`config.mk`:
```
export PLATFORM = sky130hd
export DESIGN_NAME = bclu_branch_unit
export DESIGN_NICKNAME = d
export VERILOG_FILES = /design/src/hw/bclu_pkg.sv /design/src/hw/bclu_branch_unit.sv
export VERILOG_INCLUDE_DIRS = /design/src /design/src/hw
export SDC_FILE = /design/constraint.sdc
export NUM_CORES = 1
export LEC_CHECK = 0
export ABC_AREA = 0
export BUFFER_PORTS_ARGS = -buffer_cell sky130_fd_sc_hd__buf_2
export CAP_MARGIN = 10
export CORE_AREA = 2 2 240 218
export CTS_CLUSTER_SIZE = 28
export DETAILED_ROUTE_END_ITERATION = 8
export DIE_AREA = 0 0 242 220
export PLACE_DENSITY = 0.67
export SETUP_SLACK_MARGIN = 0.3
export SYNTH_ARGS = -nofsm -noshare
export SYNTH_HDL_FRONTEND = slang
export SYNTH_SLANG_ARGS = --single-unit
```
`constraint.sdc`:
```
create_clock -name clk -period 9.51 [get_ports clk]
set_input_delay 1.4265 -clock clk [delete_from_list [all_inputs] [get_ports clk]]
set_output_delay 1.4265 -clock clk [all_outputs]
set_load 0.05 [all_outputs]
```
`src/hw/bclu_defines.svh`:
```
// Register map, field positions and constants of the branch condition loop unit
`ifndef BCLU_DEFINES_SVH
`define BCLU_DEFINES_SVH
`define BCLU_AW          8
`define BCLU_A_CTRL      8'h00
`define BCLU_A_FLAGS     8'h04
`define BCLU_A_CNT_LO    8'h08
`define BCLU_A_CNT_HI    8'h0C
`define BCLU_A_IP_LO     8'h10
`define BCLU_A_IP_HI     8'h14
`define BCLU_A_DISP      8'h18
`define BCLU_A_CMD       8'h1C
`define BCLU_A_BVAL      8'h20
`define BCLU_A_BLO       8'h24
`define BCLU_A_BHI       8'h28
`define BCLU_A_STAT      8'h2C
`define BCLU_CTRL_LONG   0
`define BCLU_CTRL_COMPAT 1
`define BCLU_CTRL_ASZ    3:2
`define BCLU_CTRL_MASK   32'h0000000F
`define BCLU_F_CARRY     0
`define BCLU_F_PARITY    2
`define BCLU_F_ZERO      6
`define BCLU_F_SIGN      7
`define BCLU_F_OVER      11
`define BCLU_FLAGS_MASK  32'h000008C5
`define BCLU_CMD_OP      3:0
`define BCLU_CMD_CC      7:4
`define BCLU_CMD_VEC     15:8
`define BCLU_CMD_LEN     19:16
`define BCLU_CMD_CPLCHG  20
`define BCLU_ST_TAKEN    0
`define BCLU_ST_EXC      1
`define BCLU_ST_POPSTK   2
`define BCLU_ST_POPSZ    7:4
`define BCLU_ST_VEC      15:8
`define BCLU_VEC_OVER    8'h04
`define BCLU_VEC_RANGE   8'h05
`define BCLU_VEC_UNSUP   8'h06
`define BCLU_POP_WIDE    4'h8
`define BCLU_POP_NARROW  4'h4
`define BCLU_RESP_OKAY   2'h0
`define BCLU_RESP_SLVERR 2'h2
`define BCLU_LOOP_WRAP32 32'hFFFFFFFF
`endif

```
`src/hw/bclu_pkg.sv`:
```
// Types of the branch condition loop unit
`default_nettype none
package bclu_pkg;
    typedef enum logic [3:0] {
        OP_NONE   = 4'h0,
        OP_JCC    = 4'h1,
        OP_JCZ    = 4'h2,
        OP_LOOP   = 4'h3,
        OP_LOOPE  = 4'h4,
        OP_LOOPNE = 4'h5,
        OP_INTN   = 4'h6,
        OP_INTO   = 4'h7,
        OP_RANGE  = 4'h8,
        OP_INTERRUPT_RETURN   = 4'h9
    } bclu_op_t;
    // One selector per distinct flag test; alternate names share an encoding
    typedef enum logic [3:0] {
        CC_O  = 4'h0, CC_NO = 4'h1, CC_B  = 4'h2, CC_AE = 4'h3,
        CC_E  = 4'h4, CC_NE = 4'h5, CC_BE = 4'h6, CC_A  = 4'h7,
        CC_S  = 4'h8, CC_NS = 4'h9, CC_P  = 4'hA, CC_NP = 4'hB,
        CC_L  = 4'hC, CC_GE = 4'hD, CC_LE = 4'hE, CC_G  = 4'hF
    } bclu_cc_t;
    typedef enum logic [1:0] {
        ASZ_16 = 2'h0,
        ASZ_32 = 2'h1,
        ASZ_64 = 2'h2
    } bclu_asz_t;
    typedef enum logic [1:0] {
        WS_IDLE = 2'b00,
        WS_AW   = 2'b01,
        WS_RESP = 2'b11,
        WS_W    = 2'b10
    } bclu_wst_t;
endpackage : bclu_pkg
`default_nettype wire

```
`src/hw/bclu_branch_unit.sv`:
```
// Branch condition, counted loop and software interrupt unit with AXI4-Lite registers
`timescale 1ns/100ps
`default_nettype none
`include "bclu_defines.svh"

// Overview of operation
// - False predicate falls through; true redirects, no link
// - Above needs carry and zero clear
// - Above-or-equal carry clear; below carry set
// - Parity even on parity set, odd clear
// - Single flag tests and their negations
// - Greater: zero clear, sign equals overflow
// - Greater-or-equal and less from sign xor overflow
// - Less-or-equal when xor or zero set
// - Count-zero jump tests count, narrow in 16-bit
// - Target is pointer plus sign-extended displacement
// - Loop decrements count then branches if nonzero
// - Zero count wraps to all ones
// - Loop-while-equal needs nonzero count and zero set
// - Loop-while-unequal needs nonzero count, zero clear
// - Long mode near branches use full pointer
// - Long mode displacement 32 bits sign-extended
// - Address size picks count width, long default
// - Software interrupt raises encoded vector
// - Overflow trap only when overflow set
// - Range check faults outside signed bounds
// - Long mode return pops wide, always stack
// - Compat return pops stack on privilege change
module bclu_branch_unit
    import bclu_pkg::*;
(
    // Clock, reset, enable
    input  wire logic                 clk,
    input  wire logic                 nrst,
    input  wire logic                 ce,
    // AXI4-Lite write address and data
    input  wire logic                 s_axi_awvalid,
    output logic                      s_axi_awready,
    input  wire logic [`BCLU_AW-1:0]  s_axi_awaddr,
    input  wire logic                 s_axi_wvalid,
    output logic                      s_axi_wready,
    input  wire logic [31:0]          s_axi_wdata,
    input  wire logic [3:0]           s_axi_wstrb,
    // AXI4-Lite write response
    output logic                      s_axi_bvalid,
    input  wire logic                 s_axi_bready,
    output logic [1:0]                s_axi_bresp,
    // AXI4-Lite read
    input  wire logic                 s_axi_arvalid,
    output logic                      s_axi_arready,
    input  wire logic [`BCLU_AW-1:0]  s_axi_araddr,
    output logic                      s_axi_rvalid,
    input  wire logic                 s_axi_rready,
    output logic [31:0]               s_axi_rdata,
    output logic [1:0]                s_axi_rresp,
    // Exception event
    output logic                      excRaise,
    output logic [7:0]                excVector
);

    function automatic logic [31:0] merge_bytes(input logic [31:0] old, input logic [31:0] nw,
                                                input logic [3:0] strb);
        logic [31:0] res;
        res = old;
        for (int i = 0; i < 4; i++) begin
            if (strb[i]) begin
                res[i*8 +: 8] = nw[i*8 +: 8];
            end
        end
        return res;
    endfunction : merge_bytes

    function automatic logic cond_eval(input logic [3:0] cc, input logic [31:0] fl);
        logic cf;
        logic pf;
        logic zf;
        logic sf;
        logic vf;
        logic res;
        cf = fl[`BCLU_F_CARRY];
        pf = fl[`BCLU_F_PARITY];
        zf = fl[`BCLU_F_ZERO];
        sf = fl[`BCLU_F_SIGN];
        vf = fl[`BCLU_F_OVER];
        case (cc)
            CC_O:    res = vf;
            CC_NO:   res = ~vf;
            CC_B:    res = cf;
            CC_AE:   res = ~cf;
            CC_E:    res = zf;
            CC_NE:   res = ~zf;
            CC_BE:   res = cf | zf;
            CC_A:    res = ~(cf | zf);
            CC_S:    res = sf;
            CC_NS:   res = ~sf;
            CC_P:    res = pf;
            CC_NP:   res = ~pf;
            CC_L:    res = sf ^ vf;
            CC_GE:   res = ~(sf ^ vf);
            CC_LE:   res = (sf ^ vf) | zf;
            CC_G:    res = ~((sf ^ vf) | zf);
            default: res = 1'b0;
        endcase
        return res;
    endfunction : cond_eval

    function automatic logic cnt_zero(input logic [63:0] c, input logic [1:0] asz);
        logic res;
        case (asz)
            ASZ_16:  res = (c[15:0] == 16'h0000);
            ASZ_32:  res = (c[31:0] == 32'h00000000);
            default: res = (c == 64'h0000000000000000);
        endcase
        return res;
    endfunction : cnt_zero

    ////////////////////////////////////////////////////////////////////////////////
    // Registers
    logic [31:0]  ctrl_ff;
    logic [31:0]  flags_ff;
    logic [63:0]  count_ff;
    logic [63:0]  ip_ff;
    logic [31:0]  disp_ff;
    logic [31:0]  bval_ff;
    logic [31:0]  blo_ff;
    logic [31:0]  bhi_ff;
    logic [31:0]  stat_ff;
    bclu_wst_t    wst_ff;
    logic [`BCLU_AW-1:0] wAddr_ff;
    logic [31:0]  wData_ff;
    logic [3:0]   wStrb_ff;
    logic         awready_ff;
    logic         wready_ff;
    logic         bvalid_ff;
    logic [1:0]   bresp_ff;
    logic         arready_ff;
    logic         rvalid_ff;
    logic [31:0]  rdata_ff;
    logic [1:0]   rresp_ff;
    logic         excRaise_ff;
    logic [7:0]   excVector_ff;

    ////////////////////////////////////////////////////////////////////////////////
    // Write channel handshake; frozen edges take nothing
    bclu_wst_t    nxt_wst;
    wire          awFire = ce & s_axi_awvalid & awready_ff;
    wire          wFire  = ce & s_axi_wvalid & wready_ff;
    wire          bFire  = ce & bvalid_ff & s_axi_bready;
    wire          arFire = ce & s_axi_arvalid & arready_ff;
    wire          rFire  = ce & rvalid_ff & s_axi_rready;

    always_comb begin
        nxt_wst = wst_ff;
        case (wst_ff)
            WS_IDLE: begin
                if (awFire && wFire) begin
                    nxt_wst = WS_RESP;
                end else if (awFire) begin
                    nxt_wst = WS_AW;
                end else if (wFire) begin
                    nxt_wst = WS_W;
                end
            end
            WS_AW:   nxt_wst = wFire ? WS_RESP : WS_AW;
            WS_W:    nxt_wst = awFire ? WS_RESP : WS_W;
            WS_RESP: nxt_wst = bFire ? WS_IDLE : WS_RESP;
            default: nxt_wst = WS_IDLE;
        endcase
    end

    wire               doWrite  = (nxt_wst == WS_RESP) && (wst_ff != WS_RESP);
    wire [`BCLU_AW-1:0] wAddr   = awFire ? s_axi_awaddr : wAddr_ff;
    wire [31:0]        wData    = wFire ? s_axi_wdata : wData_ff;
    wire [3:0]         wStrb    = wFire ? s_axi_wstrb : wStrb_ff;
    wire               wMapped  = (wAddr[1:0] == 2'b00) && (wAddr <= `BCLU_A_STAT);
    wire               wrCtrl   = doWrite && (wAddr == `BCLU_A_CTRL);
    wire               wrFlags  = doWrite && (wAddr == `BCLU_A_FLAGS);
    wire               wrCntLo  = doWrite && (wAddr == `BCLU_A_CNT_LO);
    wire               wrCntHi  = doWrite && (wAddr == `BCLU_A_CNT_HI);
    wire               wrIpLo   = doWrite && (wAddr == `BCLU_A_IP_LO);
    wire               wrIpHi   = doWrite && (wAddr == `BCLU_A_IP_HI);
    wire               wrDisp   = doWrite && (wAddr == `BCLU_A_DISP);
    wire               wrBval   = doWrite && (wAddr == `BCLU_A_BVAL);
    wire               wrBlo    = doWrite && (wAddr == `BCLU_A_BLO);
    wire               wrBhi    = doWrite && (wAddr == `BCLU_A_BHI);
    wire               execNow  = doWrite && (wAddr == `BCLU_A_CMD);
    wire [31:0]        cmd      = merge_bytes(32'h00000000, wData, wStrb);

    always_ff @(posedge clk or negedge nrst) begin
        if (!nrst) begin
            wst_ff     <= WS_IDLE;
            wAddr_ff   <= '0;
            wData_ff   <= 32'h00000000;
            wStrb_ff   <= 4'h0;
            awready_ff <= 1'b1;
            wready_ff  <= 1'b1;
            bvalid_ff  <= 1'b0;
            bresp_ff   <= `BCLU_RESP_OKAY;
        end else if (ce) begin
            wst_ff     <= nxt_wst;
            wAddr_ff   <= wAddr;
            wData_ff   <= wData;
            wStrb_ff   <= wStrb;
            awready_ff <= (nxt_wst == WS_IDLE) || (nxt_wst == WS_W);
            wready_ff  <= (nxt_wst == WS_IDLE) || (nxt_wst == WS_AW);
            bvalid_ff  <= (nxt_wst == WS_RESP);
            if (doWrite) begin
                bresp_ff <= wMapped ? `BCLU_RESP_OKAY : `BCLU_RESP_SLVERR;
            end
        end
    end

    ////////////////////////////////////////////////////////////////////////////////
    // Read channel
    wire [`BCLU_AW-1:0] rA = s_axi_araddr;
    wire          rMapped  = (rA[1:0] == 2'b00) && (rA <= `BCLU_A_STAT);
    wire [31:0]   rdMux    = (rA == `BCLU_A_CTRL)   ? ctrl_ff        :
                             (rA == `BCLU_A_FLAGS)  ? flags_ff       :
                             (rA == `BCLU_A_CNT_LO) ? count_ff[31:0] :
                             (rA == `BCLU_A_CNT_HI) ? count_ff[63:32] :
                             (rA == `BCLU_A_IP_LO)  ? ip_ff[31:0]    :
                             (rA == `BCLU_A_IP_HI)  ? ip_ff[63:32]   :
                             (rA == `BCLU_A_DISP)   ? disp_ff        :
                             (rA == `BCLU_A_BVAL)   ? bval_ff        :
                             (rA == `BCLU_A_BLO)    ? blo_ff         :
                             (rA == `BCLU_A_BHI)    ? bhi_ff         :
                             (rA == `BCLU_A_STAT)   ? stat_ff        : 32'h00000000;

    always_ff @(posedge clk or negedge nrst) begin
        if (!nrst) begin
            arready_ff <= 1'b1;
            rvalid_ff  <= 1'b0;
            rdata_ff   <= 32'h00000000;
            rresp_ff   <= `BCLU_RESP_OKAY;
        end else if (arFire) begin
            arready_ff <= 1'b0;
            rvalid_ff  <= 1'b1;
            rdata_ff   <= rdMux;
            rresp_ff   <= rMapped ? `BCLU_RESP_OKAY : `BCLU_RESP_SLVERR;
        end else if (rFire) begin
            arready_ff <= 1'b1;
            rvalid_ff  <= 1'b0;
        end
    end

    ////////////////////////////////////////////////////////////////////////////////
    // Branch resolution; a command word executes on the edge that completes its write
    wire          longMode  = ctrl_ff[`BCLU_CTRL_LONG];
    wire          compat    = ctrl_ff[`BCLU_CTRL_COMPAT];
    wire [1:0]    aszReq    = ctrl_ff[`BCLU_CTRL_ASZ];
    // Long mode: 64 unless reduced to 32; elsewhere 64 is not reachable
    wire [1:0]    aszEff    = longMode ? ((aszReq == ASZ_32) ? ASZ_32 : ASZ_64)
                                       : ((aszReq == ASZ_16) ? ASZ_16 : ASZ_32);
    wire [3:0]    cmdOp     = cmd[`BCLU_CMD_OP];
    wire [3:0]    cmdCc     = cmd[`BCLU_CMD_CC];
    wire          zf        = flags_ff[`BCLU_F_ZERO];
    wire          vf        = flags_ff[`BCLU_F_OVER];
    wire [63:0]   dec64     = count_ff - 64'h0000000000000001;
    wire [31:0]   dec32     = count_ff[31:0] - 32'h00000001;
    wire [15:0]   dec16     = count_ff[15:0] - 16'h0001;
    // Narrower sizes leave the upper count bits untouched
    wire [63:0]   cntDec    = (aszEff == ASZ_16) ? {count_ff[63:16], dec16} :
                              (aszEff == ASZ_32) ? {count_ff[63:32], dec32} : dec64;
    wire          decZero   = cnt_zero(cntDec, aszEff);
    wire          condTrue  = cond_eval(cmdCc, flags_ff);
    wire          isLoop    = (cmdOp == OP_LOOP) || (cmdOp == OP_LOOPE) || (cmdOp == OP_LOOPNE);
    wire          takeBr    = (cmdOp == OP_JCC)    ? condTrue :
                              (cmdOp == OP_JCZ)    ? cnt_zero(count_ff, aszEff) :
                              (cmdOp == OP_LOOP)   ? ~decZero :
                              (cmdOp == OP_LOOPE)  ? (~decZero & zf) :
                              (cmdOp == OP_LOOPNE) ? (~decZero & ~zf) : 1'b0;
    wire [63:0]   sDisp     = {{32{disp_ff[31]}}, disp_ff};
    wire [63:0]   ilen      = {60'h0, cmd[`BCLU_CMD_LEN]};
    wire [63:0]   seqRaw    = ip_ff + ilen;
    wire [63:0]   tgtRaw    = seqRaw + sDisp;
    // Full pointer in long mode, 32-bit pointer otherwise
    wire [63:0]   seqIp     = longMode ? seqRaw : {32'h00000000, seqRaw[31:0]};
    wire [63:0]   targetIp  = longMode ? tgtRaw : {32'h00000000, tgtRaw[31:0]};
    wire [63:0]   nxtIp     = takeBr ? targetIp : seqIp;
    wire          belowLo   = $signed(bval_ff) < $signed(blo_ff);
    wire          aboveHi   = $signed(bval_ff) > $signed(bhi_ff);
    wire          rangeExc  = longMode | belowLo | aboveHi;
    wire [7:0]    rangeVec  = longMode ? `BCLU_VEC_UNSUP : `BCLU_VEC_RANGE;
    wire          excHit    = (cmdOp == OP_INTN) ||
                              ((cmdOp == OP_INTO) && vf) ||
                              ((cmdOp == OP_RANGE) && rangeExc);
    wire [7:0]    excVec    = (cmdOp == OP_INTN) ? cmd[`BCLU_CMD_VEC] :
                              (cmdOp == OP_INTO) ? `BCLU_VEC_OVER : rangeVec;
    wire          isRet     = (cmdOp == OP_INTERRUPT_RETURN);
    wire          popStk    = longMode | (compat & cmd[`BCLU_CMD_CPLCHG]);
    wire [3:0]    popSize   = longMode ? `BCLU_POP_WIDE : `BCLU_POP_NARROW;
    wire          updIp     = (cmdOp == OP_JCC) || (cmdOp == OP_JCZ) || isLoop;
    wire [31:0]   nxtStat   = {16'h0000, excVec & {8{excHit}}, popSize & {4{isRet}},
                               1'b0, popStk & isRet, excHit, takeBr};

    always_ff @(posedge clk or negedge nrst) begin
        if (!nrst) begin
            ctrl_ff  <= 32'h00000000;
            flags_ff <= 32'h00000000;
            disp_ff  <= 32'h00000000;
            bval_ff  <= 32'h00000000;
            blo_ff   <= 32'h00000000;
            bhi_ff   <= 32'h00000000;
        end else if (ce) begin
            if (wrCtrl)  ctrl_ff  <= merge_bytes(ctrl_ff, wData, wStrb) & `BCLU_CTRL_MASK;
            if (wrFlags) flags_ff <= merge_bytes(flags_ff, wData, wStrb) & `BCLU_FLAGS_MASK;
            if (wrDisp)  disp_ff  <= merge_bytes(disp_ff, wData, wStrb);
            if (wrBval)  bval_ff  <= merge_bytes(bval_ff, wData, wStrb);
            if (wrBlo)   blo_ff   <= merge_bytes(blo_ff, wData, wStrb);
            if (wrBhi)   bhi_ff   <= merge_bytes(bhi_ff, wData, wStrb);
        end
    end

    always_ff @(posedge clk or negedge nrst) begin
        if (!nrst) begin
            count_ff <= 64'h0000000000000000;
            ip_ff    <= 64'h0000000000000000;
        end else if (ce) begin
            if (execNow && isLoop) count_ff <= cntDec;
            if (wrCntLo) count_ff[31:0]  <= merge_bytes(count_ff[31:0], wData, wStrb);
            if (wrCntHi) count_ff[63:32] <= merge_bytes(count_ff[63:32], wData, wStrb);
            if (execNow && updIp) ip_ff <= nxtIp;
            if (wrIpLo)  ip_ff[31:0]  <= merge_bytes(ip_ff[31:0], wData, wStrb);
            if (wrIpHi)  ip_ff[63:32] <= merge_bytes(ip_ff[63:32], wData, wStrb);
        end
    end

    always_ff @(posedge clk or negedge nrst) begin
        if (!nrst) begin
            stat_ff      <= 32'h00000000;
            excRaise_ff  <= 1'b0;
            excVector_ff <= 8'h00;
        end else if (ce) begin
            excRaise_ff <= execNow & excHit;
            if (execNow) begin
                stat_ff <= nxtStat;
            end
            if (execNow && excHit) begin
                excVector_ff <= excVec;
            end
        end
    end

    ////////////////////////////////////////////////////////////////////////////////
    // Outputs
    assign s_axi_awready = awready_ff;
    assign s_axi_wready  = wready_ff;
    assign s_axi_bvalid  = bvalid_ff;
    assign s_axi_bresp   = bresp_ff;
    assign s_axi_arready = arready_ff;
    assign s_axi_rvalid  = rvalid_ff;
    assign s_axi_rdata   = rdata_ff;
    assign s_axi_rresp   = rresp_ff;
    assign excRaise      = excRaise_ff;
    assign excVector     = excVector_ff;
endmodule : bclu_branch_unit
`default_nettype wire

```
# Word level (Yosys, flattened, before mapping)
# Index checks and enable logic that the tools add are counted.
[word_totals]
out_inout_bits = 50
reg_bits = 376
elab_cells = 306
input_bits = 60
[op_classes]
magnitude_cmp = 4
n_addsub = 5
n_reduce_logical = 86
bitwise = 32
muxes = 60
n_eq_ne = 69
[ops]
columns = ["cell", "n"]
rows = [
  ["32-bit two-way mux", 15],
  ["64-bit two-way mux", 7],
  ["64-bit logical NOT", 2],
  ["3-bit AND reduction", 35],
  ["64-bit by 4-bit adder with 64-bit output", 1],
  ["64-bit adder", 1],
  ["32-bit logical NOT", 2],
  ["8-bit two-way mux", 8],
  ["64-bit by 1-bit subtractor with 64-bit output, second input constant", 1],
  ["8-bit by 5-bit equality test with 1-bit output, second input constant", 7],
  ["8-bit by 6-bit equality test with 1-bit output, second input constant", 7],
  ["4-bit equality test, second input constant", 10],
  ["2-bit inequality test, second input constant", 17],
  ["4-bit by 3-bit equality test with 1-bit output, second input constant", 8],
  ["8-bit by 4-bit equality test with 1-bit output, second input constant", 4],
  ["32-bit > comparator", 1],
  ["16-bit logical NOT", 2],
  ["32-bit less-than comparator", 1],
  ["32-bit by 1-bit subtractor with 32-bit output, second input constant", 1],
  ["2-bit two-way mux", 11],
  ["1-bit logical AND", 20],
  ["4-bit by 2-bit equality test with 1-bit output, second input constant", 4],
  ["8-bit by 3-bit equality test with 1-bit output, second input constant", 2],
  ["8-bit by 6-bit less-or-equal comparator with 1-bit output, second input constant", 2],
  ["other kinds (23)", 87],
]

# Depth between registers and ports, before layout
# Gate-level depths: netlist (run 1).
[depth]
ltp_word = 18
mapped_depth = 32

# Least setup slack after synthesis (run 1)
# Ideal clock, no wire load.
[synth_path]
kind = "input to register"
from = "input port ce"
to = "register ip_ff[62]"
required_time_ns = 9.375
arrival_time_ns = 8.178
slack_ns = 1.197
stages = 32
path_cell_list = "buf_2 nand3_1 clkbuf_1 clkbuf_1 clkbuf_1 mux2i_1 nor2_1 ha_1 inv_1 fa_1 nor2b_1 o21ai_0 nand2b_1 nand4_1 nor2_1 nand4_1 xnor2_1 ha_1 clkbuf_1 nand2_1 nor4_1 a21oi_1 a21oi_1 a31oi_1 o41ai_1 a311oi_1 nand2b_1 o21a_1 o31ai_1 xor2_1 a222oi_1 a21oi_1"
[synth_between]
elab_chain_len = 13
word_cells_on_any_way = 68
cone_classes = "2 x add/sub; 24 x eq/ne; 24 x mux; 6 x bitwise; 12 x reduce/logical"
[synth_rtl]
columns = ["element", "line_no", "rtl"]
rows = [
  ["start, declared", "bclu_branch_unit.sv:35", "input wire logic ce,"],
  ["parallel branches: the longest is 13 deep, another holds 64-bit by 4-bit adder with 64-bit output", "-", ""],
  ["end signal, assigned", "bclu_branch_unit.sv:322", "if (execNow && updIp) ip_ff <= nxtIp;"],
  ["end signal, assigned", "bclu_branch_unit.sv:324", "if (wrIpHi) ip_ff[63:32] <= merge_bytes(ip_ff[63:32], wData, wStrb);"],
  ["end, declared", "bclu_branch_unit.sv:122", "logic [63:0] ip_ff;"],
]
# Several ways; the timed one is not identified. The select of a mux whose other input is x is not followed.
# A chain may end at the register's enable or synchronous reset.

# Worst setup path in the final report (run 1)
[layout_path]
from = "input port ce"
to = "register ip_ff[63]"
# The elaborated chain is that of the path after synthesis.

==> results of run 1 <==
## worst paths after layout
check / startpoint / end / slack (ns)
min: s_axi_rdata[2] / s_axi_rdata[2] / 0.48
max in group asynchronous: nrst / ip_ff[49] / 6.46
min in group asynchronous: nrst / count_ff[58] / 0.86
max reg2reg: s_axi_wready / ip_ff[63] / 1.76
max: ce / ip_ff[63] / 1.36
min reg2reg: s_axi_rdata[2] / s_axi_rdata[2] / 0.48
## sequential cells by signal, summed over array words and instances, names as in the netlist, 2 cells and up
register,count
excVector,8
wData_ff,32
blo_ff,32
s_axi_rdata,32
wStrb_ff,4
wAddr_ff,8
bhi_ff,32
bval_ff,32
stat_ff,13
disp_ff,32
ctrl_ff,4
flags_ff,5
count_ff,64
wst_ff,2
ip_ff,64
## cells by family after synthesis
family / synth area share [%]
flip-flops: 37.0
buffers and inverters: 4.46
AND/OR/NAND/NOR: 18.8
multiplexers: 3.01
other: 0.0149
AO/OA/AOI/OAI: 24.7
adder cells (fa/ha/maj): 6.91
XOR/XNOR: 5.14
## synth_stat cells (24+ instances only)
library cell	instances
inv_1	130
nand2_1	263
o21ai_0	196
xnor2_1	81
dfrtp_1	369
a21o_1	38
a31oi_1	45
nand4_1	67
mux2i_1	59
a22oi_1	36
o21a_1	26
a22o_1	45
a21oi_1	406
clkbuf_1	129
nand3_1	95
nor4_1	32
o22ai_1	46
a221oi_1	48
nor2b_1	24
nor3_1	46
o221ai_1	25
nor2_1	320
ha_1	136
xor2_1	67
## final cells by class
class | count | area, um^2
antenna | 2 | 5.00
multi-input combinational | 2377 | 14800
tap | 688 | 861
inverter | 132 | 495
clock buffer | 66 | 1320
fill | 4763 | 23100
timing repair buffer | 156 | 938
sequential | 372 | 9310
clock inverter | 12 | 181
## per-layer routing
| metal | global-route usage (%) | wire length (um) | up-vias |
|---|---|---|---|
| li1 | - | - | 11206 |
| met3 | 12.5 | 13700 | 336 |
| met1 | 52.8 | 42200 | 12365 |
| met4 | 17.1 | 5330 | 8 |
| met2 | 57.3 | 44100 | 1642 |
| met5 | 2.11 | 215 | - |
## power breakdown
group / internal [mW] / switching, mW / total (mW)
Sequential: 1.90 / 0.404 / 2.30
Clock: 1.07 / 0.726 / 1.79
Combinational: 0.831 / 1.94 / 2.77
## critical path, cell delays in order
cell      delay, ns
buf_2          0.12
nand3_4        0.15
mux2i_1        0.58
inv_1          0.25
nand2_1        0.18
inv_1          0.07
ha_1           0.28
a21o_1         0.11
a21oi_1        0.09
nor2b_1        0.27
nor2_1         0.11
nor2b_1        0.27
and3_1         0.22
xor2_1         0.20
ha_1           0.31
and3_1         0.23
and2_1         0.17
a221o_1        0.34
o311ai_0       0.79
o21ai_0        0.40
a21oi_1        0.53
o21ai_0        0.39
a21bo_2        0.33
a221oi_1       0.28
xor2_1         0.18
nor2_1         0.07
xnor2_1        0.14
o21ai_0        0.08
## stage by stage
stage	area [um^2]	hold WS [ns]	power, mW
6_report	27900	0.475	6.86
5_1_grt	27900	0.506	7.13
4_1_cts	27900	0.474	6.74
3_5_place_dp	26400	0.454	4.95
3_3_place_gp	26400	0.452	4.90
2_1_floorplan	25200	0.446	3.87
==> results.ini, run 1 <==
[status]
status=complete, no violations

[run]
maxCapViolations=0

[grt]
antenna_found_initial=6
grt_util_all_layers_pct=39.1
grt_overflow=0
grt_pass1_vias=23902
grt_max_degree=161
grt_first_pass_wirelength_um=156000

[yosys]
avgSynthCellArea_um2=8.31
ys.flop_type=dfrtp_1
seq_area_frac_synth_pct=37.0
synth_area_leaders=dfrtp_1 37%, a21oi_1 8.1%, ha_1 6.8%
async_flop_share_pct=100
synth.distinct_cells=78
syn-cell-area_um2=25200
ys_warn_count=0
yosys.area.top_type=dfrtp_1
synth-seq-cells=372
synth_top_area_share_pct=36.6
syn_inst=3033
synth_edf_count=0

[floorplanning]
io_pins=110
die_y_um=220
die-area_um2=53200
initial_core_util_pct=49.4
rows=79
coreArea_um2=51000
die_w_um=242

[sta]
fmax_mhz=123
skew_ns=0.0205
setup-tns-final_ns=0
period_needed_ns=8.15
period_share_pct=85.6
setup_ws_ns=1.36
tightest_slew_ns=1.30
timing.slew.headroom_pct=12.5
finalMaxSlewViolations=0
finalSetupViolCount=0
rsz0062_at_grt=false
finalHoldViolCount=0

[worst_setup_path]
worstPathRequired_ns=9.96
criticalPathCategory=in -> reg
start_kind=input port
reg2regPathDepth=27
worst_ep_arrival_time_ns=8.59
critPathCaptureType=flop
critPathMaxFanout=7

[clock_tree]
cts_hold_buffers=0
cts_made_buffers=43
root_buffer=clkbuf_16
cts_tree=done
htree_levels=2
clockBufferDepth=3
post_cts_buffers=0
cts.clk_slew.worst_paths_ns=0.06
clock_latency_ns=0.61
cts-resized-gates=0
clkSinkCount=372

[routing]
drtIter0Drc=3237
firstDrtPassIters=8
vias=25557
wl_um=105000
wl_per_cell_um=27.7
drcViolationCount=0
via_per_inst=6.72
ant_nets=0

[place]
post-dp-hpwl_um=79700
dp_slack_ns=0.950
routabilityCongestion=1.13
port_buffers=107
dp_cells=3725

[worst_hold_path]
holdPathStages=2
min_path_type=reg -> reg

[layout]
mostFrequentLayoutCells=406 x a21oi_1, 369 x dfrtp_1, 312 x nor2_1
layout_commonest_cell=a21oi_1
fin_util_pct=54.8
layout.cells.non_filler=3805
area.growth.synth_to_final_pct=10.9
nets=3280
drive_gt1_share_pct=9.25

[pwr]
peakVddDrop_mv=0.231
power.leakage_nw=13.4
power.density_nw_per_um2=246

No activity file was read; power rests on OpenSTA's default activity.
==> run 2, diff against run 1 <==
Settings changed: ABC_AREA 0 to 1, CORE_AREA 2 2 240 218 to 2 2 257 234, DIE_AREA 0 0 242 220 to 0 0 259 236, PLACE_DENSITY 0.67 to 0.66.
Clock period 9.51 ns to 9.94 ns, I/O delays scaled along.
==> run 2 against run 1 <==
Net effect:
- combinational power rose by 8.3%
- design area rose by 14%
- wire length rose by 28%
- clock-buffer cell count fell by 6
- worst setup slack improved by 0.59 ns
- critical path depth rose by 4
- non-clock buffer count fell by 10
- global-route usage rose by 4.5 points
- sequential cell count did not move
- synthesized area rose by 15%
- register-to-register slack improved by 0.85 ns
- critical endpoint is now ip_ff[60]
==> results.ini, run 2 <==
[clock_tree]
root_buffer=clkbuf_16
cts_made_buffers=44  ; +2.3%
clock_latency_ns=0.61  ; about the same
cts.clk_slew.worst_paths_ns=0.06  ; about the same
cts-resized-gates=0  ; unchanged
clkSinkCount=372  ; unchanged
htree_levels=2  ; unchanged
clockBufferDepth=3  ; unchanged
post_cts_buffers=0  ; unchanged
cts_tree=done
cts_hold_buffers=0  ; unchanged

[yosys]
seq_area_frac_synth_pct=32.1  ; -4.9 points
ys_warn_count=0  ; unchanged
avgSynthCellArea_um2=6.77  ; -18%
yosysMostFrequentCell=nand2_1
synth_area_leaders=dfrtp_1 32%, nand2_1 13%, inv_1 7.0%
synth_top_area_share_pct=31.8  ; -4.8 points
ys.flop_type=dfrtp_1
yosys.area.top_type=dfrtp_1
synth_edf_count=0  ; unchanged
syn_inst=4286  ; +41%
syn-cell-area_um2=29000  ; +15%
synth-seq-cells=372  ; unchanged
async_flop_share_pct=100  ; unchanged
ys_top_cells_by_count=1,001 x nand2_1, 539 x inv_1, 497 x nor2_1
synth.distinct_cells=65  ; -17%

[worst_setup_path]
cp_slowest_cell=inv_2
criticalPathCategory=in -> reg
worst_path_largest_cell_delay_ns=0.66  ; -0.13 ns
critPathCaptureType=flop
critPathMaxFanout=37  ; +30
path_common_cell=inv_1
worstPathRequired_ns=10.41  ; +0.45 ns
worst_ep_arrival_time_ns=8.46  ; -0.13 ns
start_kind=input port

[run]
maxCapViolations=0  ; unchanged

[routing]
firstDrtPassIters=6  ; -2
vias=31547  ; +23%
drcViolationCount=0  ; unchanged
routed-wl-met2_um=54500  ; +24%
wl_um=135000  ; +28%
wl_met3_um=17400  ; +27%
ant_nets=0  ; unchanged
via_per_inst=6.08  ; -9.4%
m1WireLength_um=55500  ; +32%
drtIter0Drc=4515  ; +39%
wl_per_cell_um=26.1  ; -5.9%
top_layer_used=met5

[layout]
fin_util_pct=54.0  ; -0.79 points
area.growth.synth_to_final_pct=9.34
mostFrequentLayoutCells=998 x nand2_1, 538 x inv_1, 493 x nor2_1
nets=4562  ; +39%
fillers=6048  ; +27%
design_area_um2=31700  ; +14%
drive_gt1_share_pct=8.23  ; -1.0 points
layout.cells.non_filler=5185  ; +36%
layout_commonest_cell=nand2_1
reg_top3=count_ff: 64 flops, ip_ff: 64 flops

[sta]
finalMaxSlewViolations=0  ; unchanged
setup-tns-final_ns=0  ; unchanged
fmax_mhz=125
hold_ws_ns=0.468  ; -0.00707 ns
finalSetupViolCount=0  ; unchanged
rsz0062_at_grt=false
tightest_slew_ns=1.27  ; -0.0328 ns
finalHoldViolCount=0  ; unchanged
skew_ns=0.0238  ; +0.00324 ns
period_needed_ns=7.99
period_share_pct=80.4
setup_ws_ns=1.95  ; +0.588 ns
timing.slew.headroom_pct=14.8  ; +2.3 points

[grt]
grt_overflow=0  ; unchanged
grt_first_pass_wirelength_um=195000  ; +25%
antenna_found_initial=9  ; +3
grt_max_degree=154  ; -4.3%
grt_util_all_layers_pct=43.6  ; +4.5 points
grt_pass1_vias=28869  ; +21%

[place]
dp_slack_ns=1.65  ; +0.695 ns
placed_area_um2=30300  ; +15%
post-dp-hpwl_um=107000  ; +34%
dp_cells=5101  ; +37%
port_buffers=107  ; unchanged
routabilityCongestion=1.10  ; -2.6%

[worst_hold_path]
min_path_type=reg -> reg

[pwr]
power.density_nw_per_um2=213  ; -13%
power.leakage_nw=15.1  ; +12%
power_mw=6.75  ; -1.6%
peakVddDrop_mv=0.161  ; -30%

[floorplanning]
die-area_um2=61100  ; +15%
die_y_um=236  ; +7.3%
io_pins=110  ; unchanged
initial_core_util_pct=49.4  ; about the same
die_w_um=259  ; +7.0%
rows=85  ; +7.6%
coreArea_um2=58800  ; +15%

[status]
status=complete, no violations

run 2: cell count changes in the layout (fill, tap and decap cells not counted), moves of 54 or more:
| cell | change |
|---|---|
| o21ai_0 | +163 |
| nor2_1 | +181 |
| a21oi_1 | -80 |
| nand3_1 | +191 |
| mux2i_1 | -54 |
| nand2_1 | +737 |
| inv_1 | +408 |
run 2: layout make-up:
type,instances,area (um^2),area share [%]
flip-flops and latches,372,9310,29.3
clock inverters,18,165,0.520
well taps,783,980,3.09
repair buffers,146,863,2.72
clock buffers,60,1260,3.98
diodes,6,15.0,0.0473
multi-input cells,3237,17000,53.6
inverters,563,2120,6.68
run 2: path summary, 6_finish.rpt:
check / start / end / slack [ns] / cells after the start
worst min register to register: excVector[1] / excVector[1] / 0.47 / 2
worst max register to register: s_axi_wready / ip_ff[60] / 2.61 / 31
worst min-delay path: excVector[1] / excVector[1] / 0.47 / 2
worst max-delay path: ce / ip_ff[60] / 1.95 / 32
min in group asynchronous: nrst / wAddr_ff[0] / 0.88 / 1
max in group asynchronous: nrst / disp_ff[20] / 7.09 / 3
run 2: cell families (layout without fill, tap and decap cells):
logic type,after synthesis,count (layout),share of synthesized area (%)
XOR/XNOR,120,120,3.62
flip-flops,372,372,32.1
AND/OR/NAND/NOR,2018,2018,29.7
adder cells (fa/ha/maj),138,138,6.00
multiplexers,11,11,0.453
other,1,8,0.0129
buffers and inverters,678,787,9.41
AO/OA/AOI/OAI,948,948,18.7
run 2: worst max-delay path: cells and delay by family:
family                     cells  cell delay [ns]
and+or+nand+nor               17             3.89
buffers and inverters          8             1.49
adders and majority gates      3             0.95
xor gates and xnor gates       2             0.36
AOI/OAI and AO/OA              2             0.26
run 2: routing by layer:
layer	global-route usage, %	vias to the layer above
li1	-	14371
met1	60.5	14782
met2	61.3	2026
met3	12.8	360
met4	21.9	8
met5	0	-
run 2: report_power, final:
part	internal, mW	switching, mW
registers	1.80	0.309
logic	0.788	2.21
clock network	0.920	0.722
total	3.51	3.24
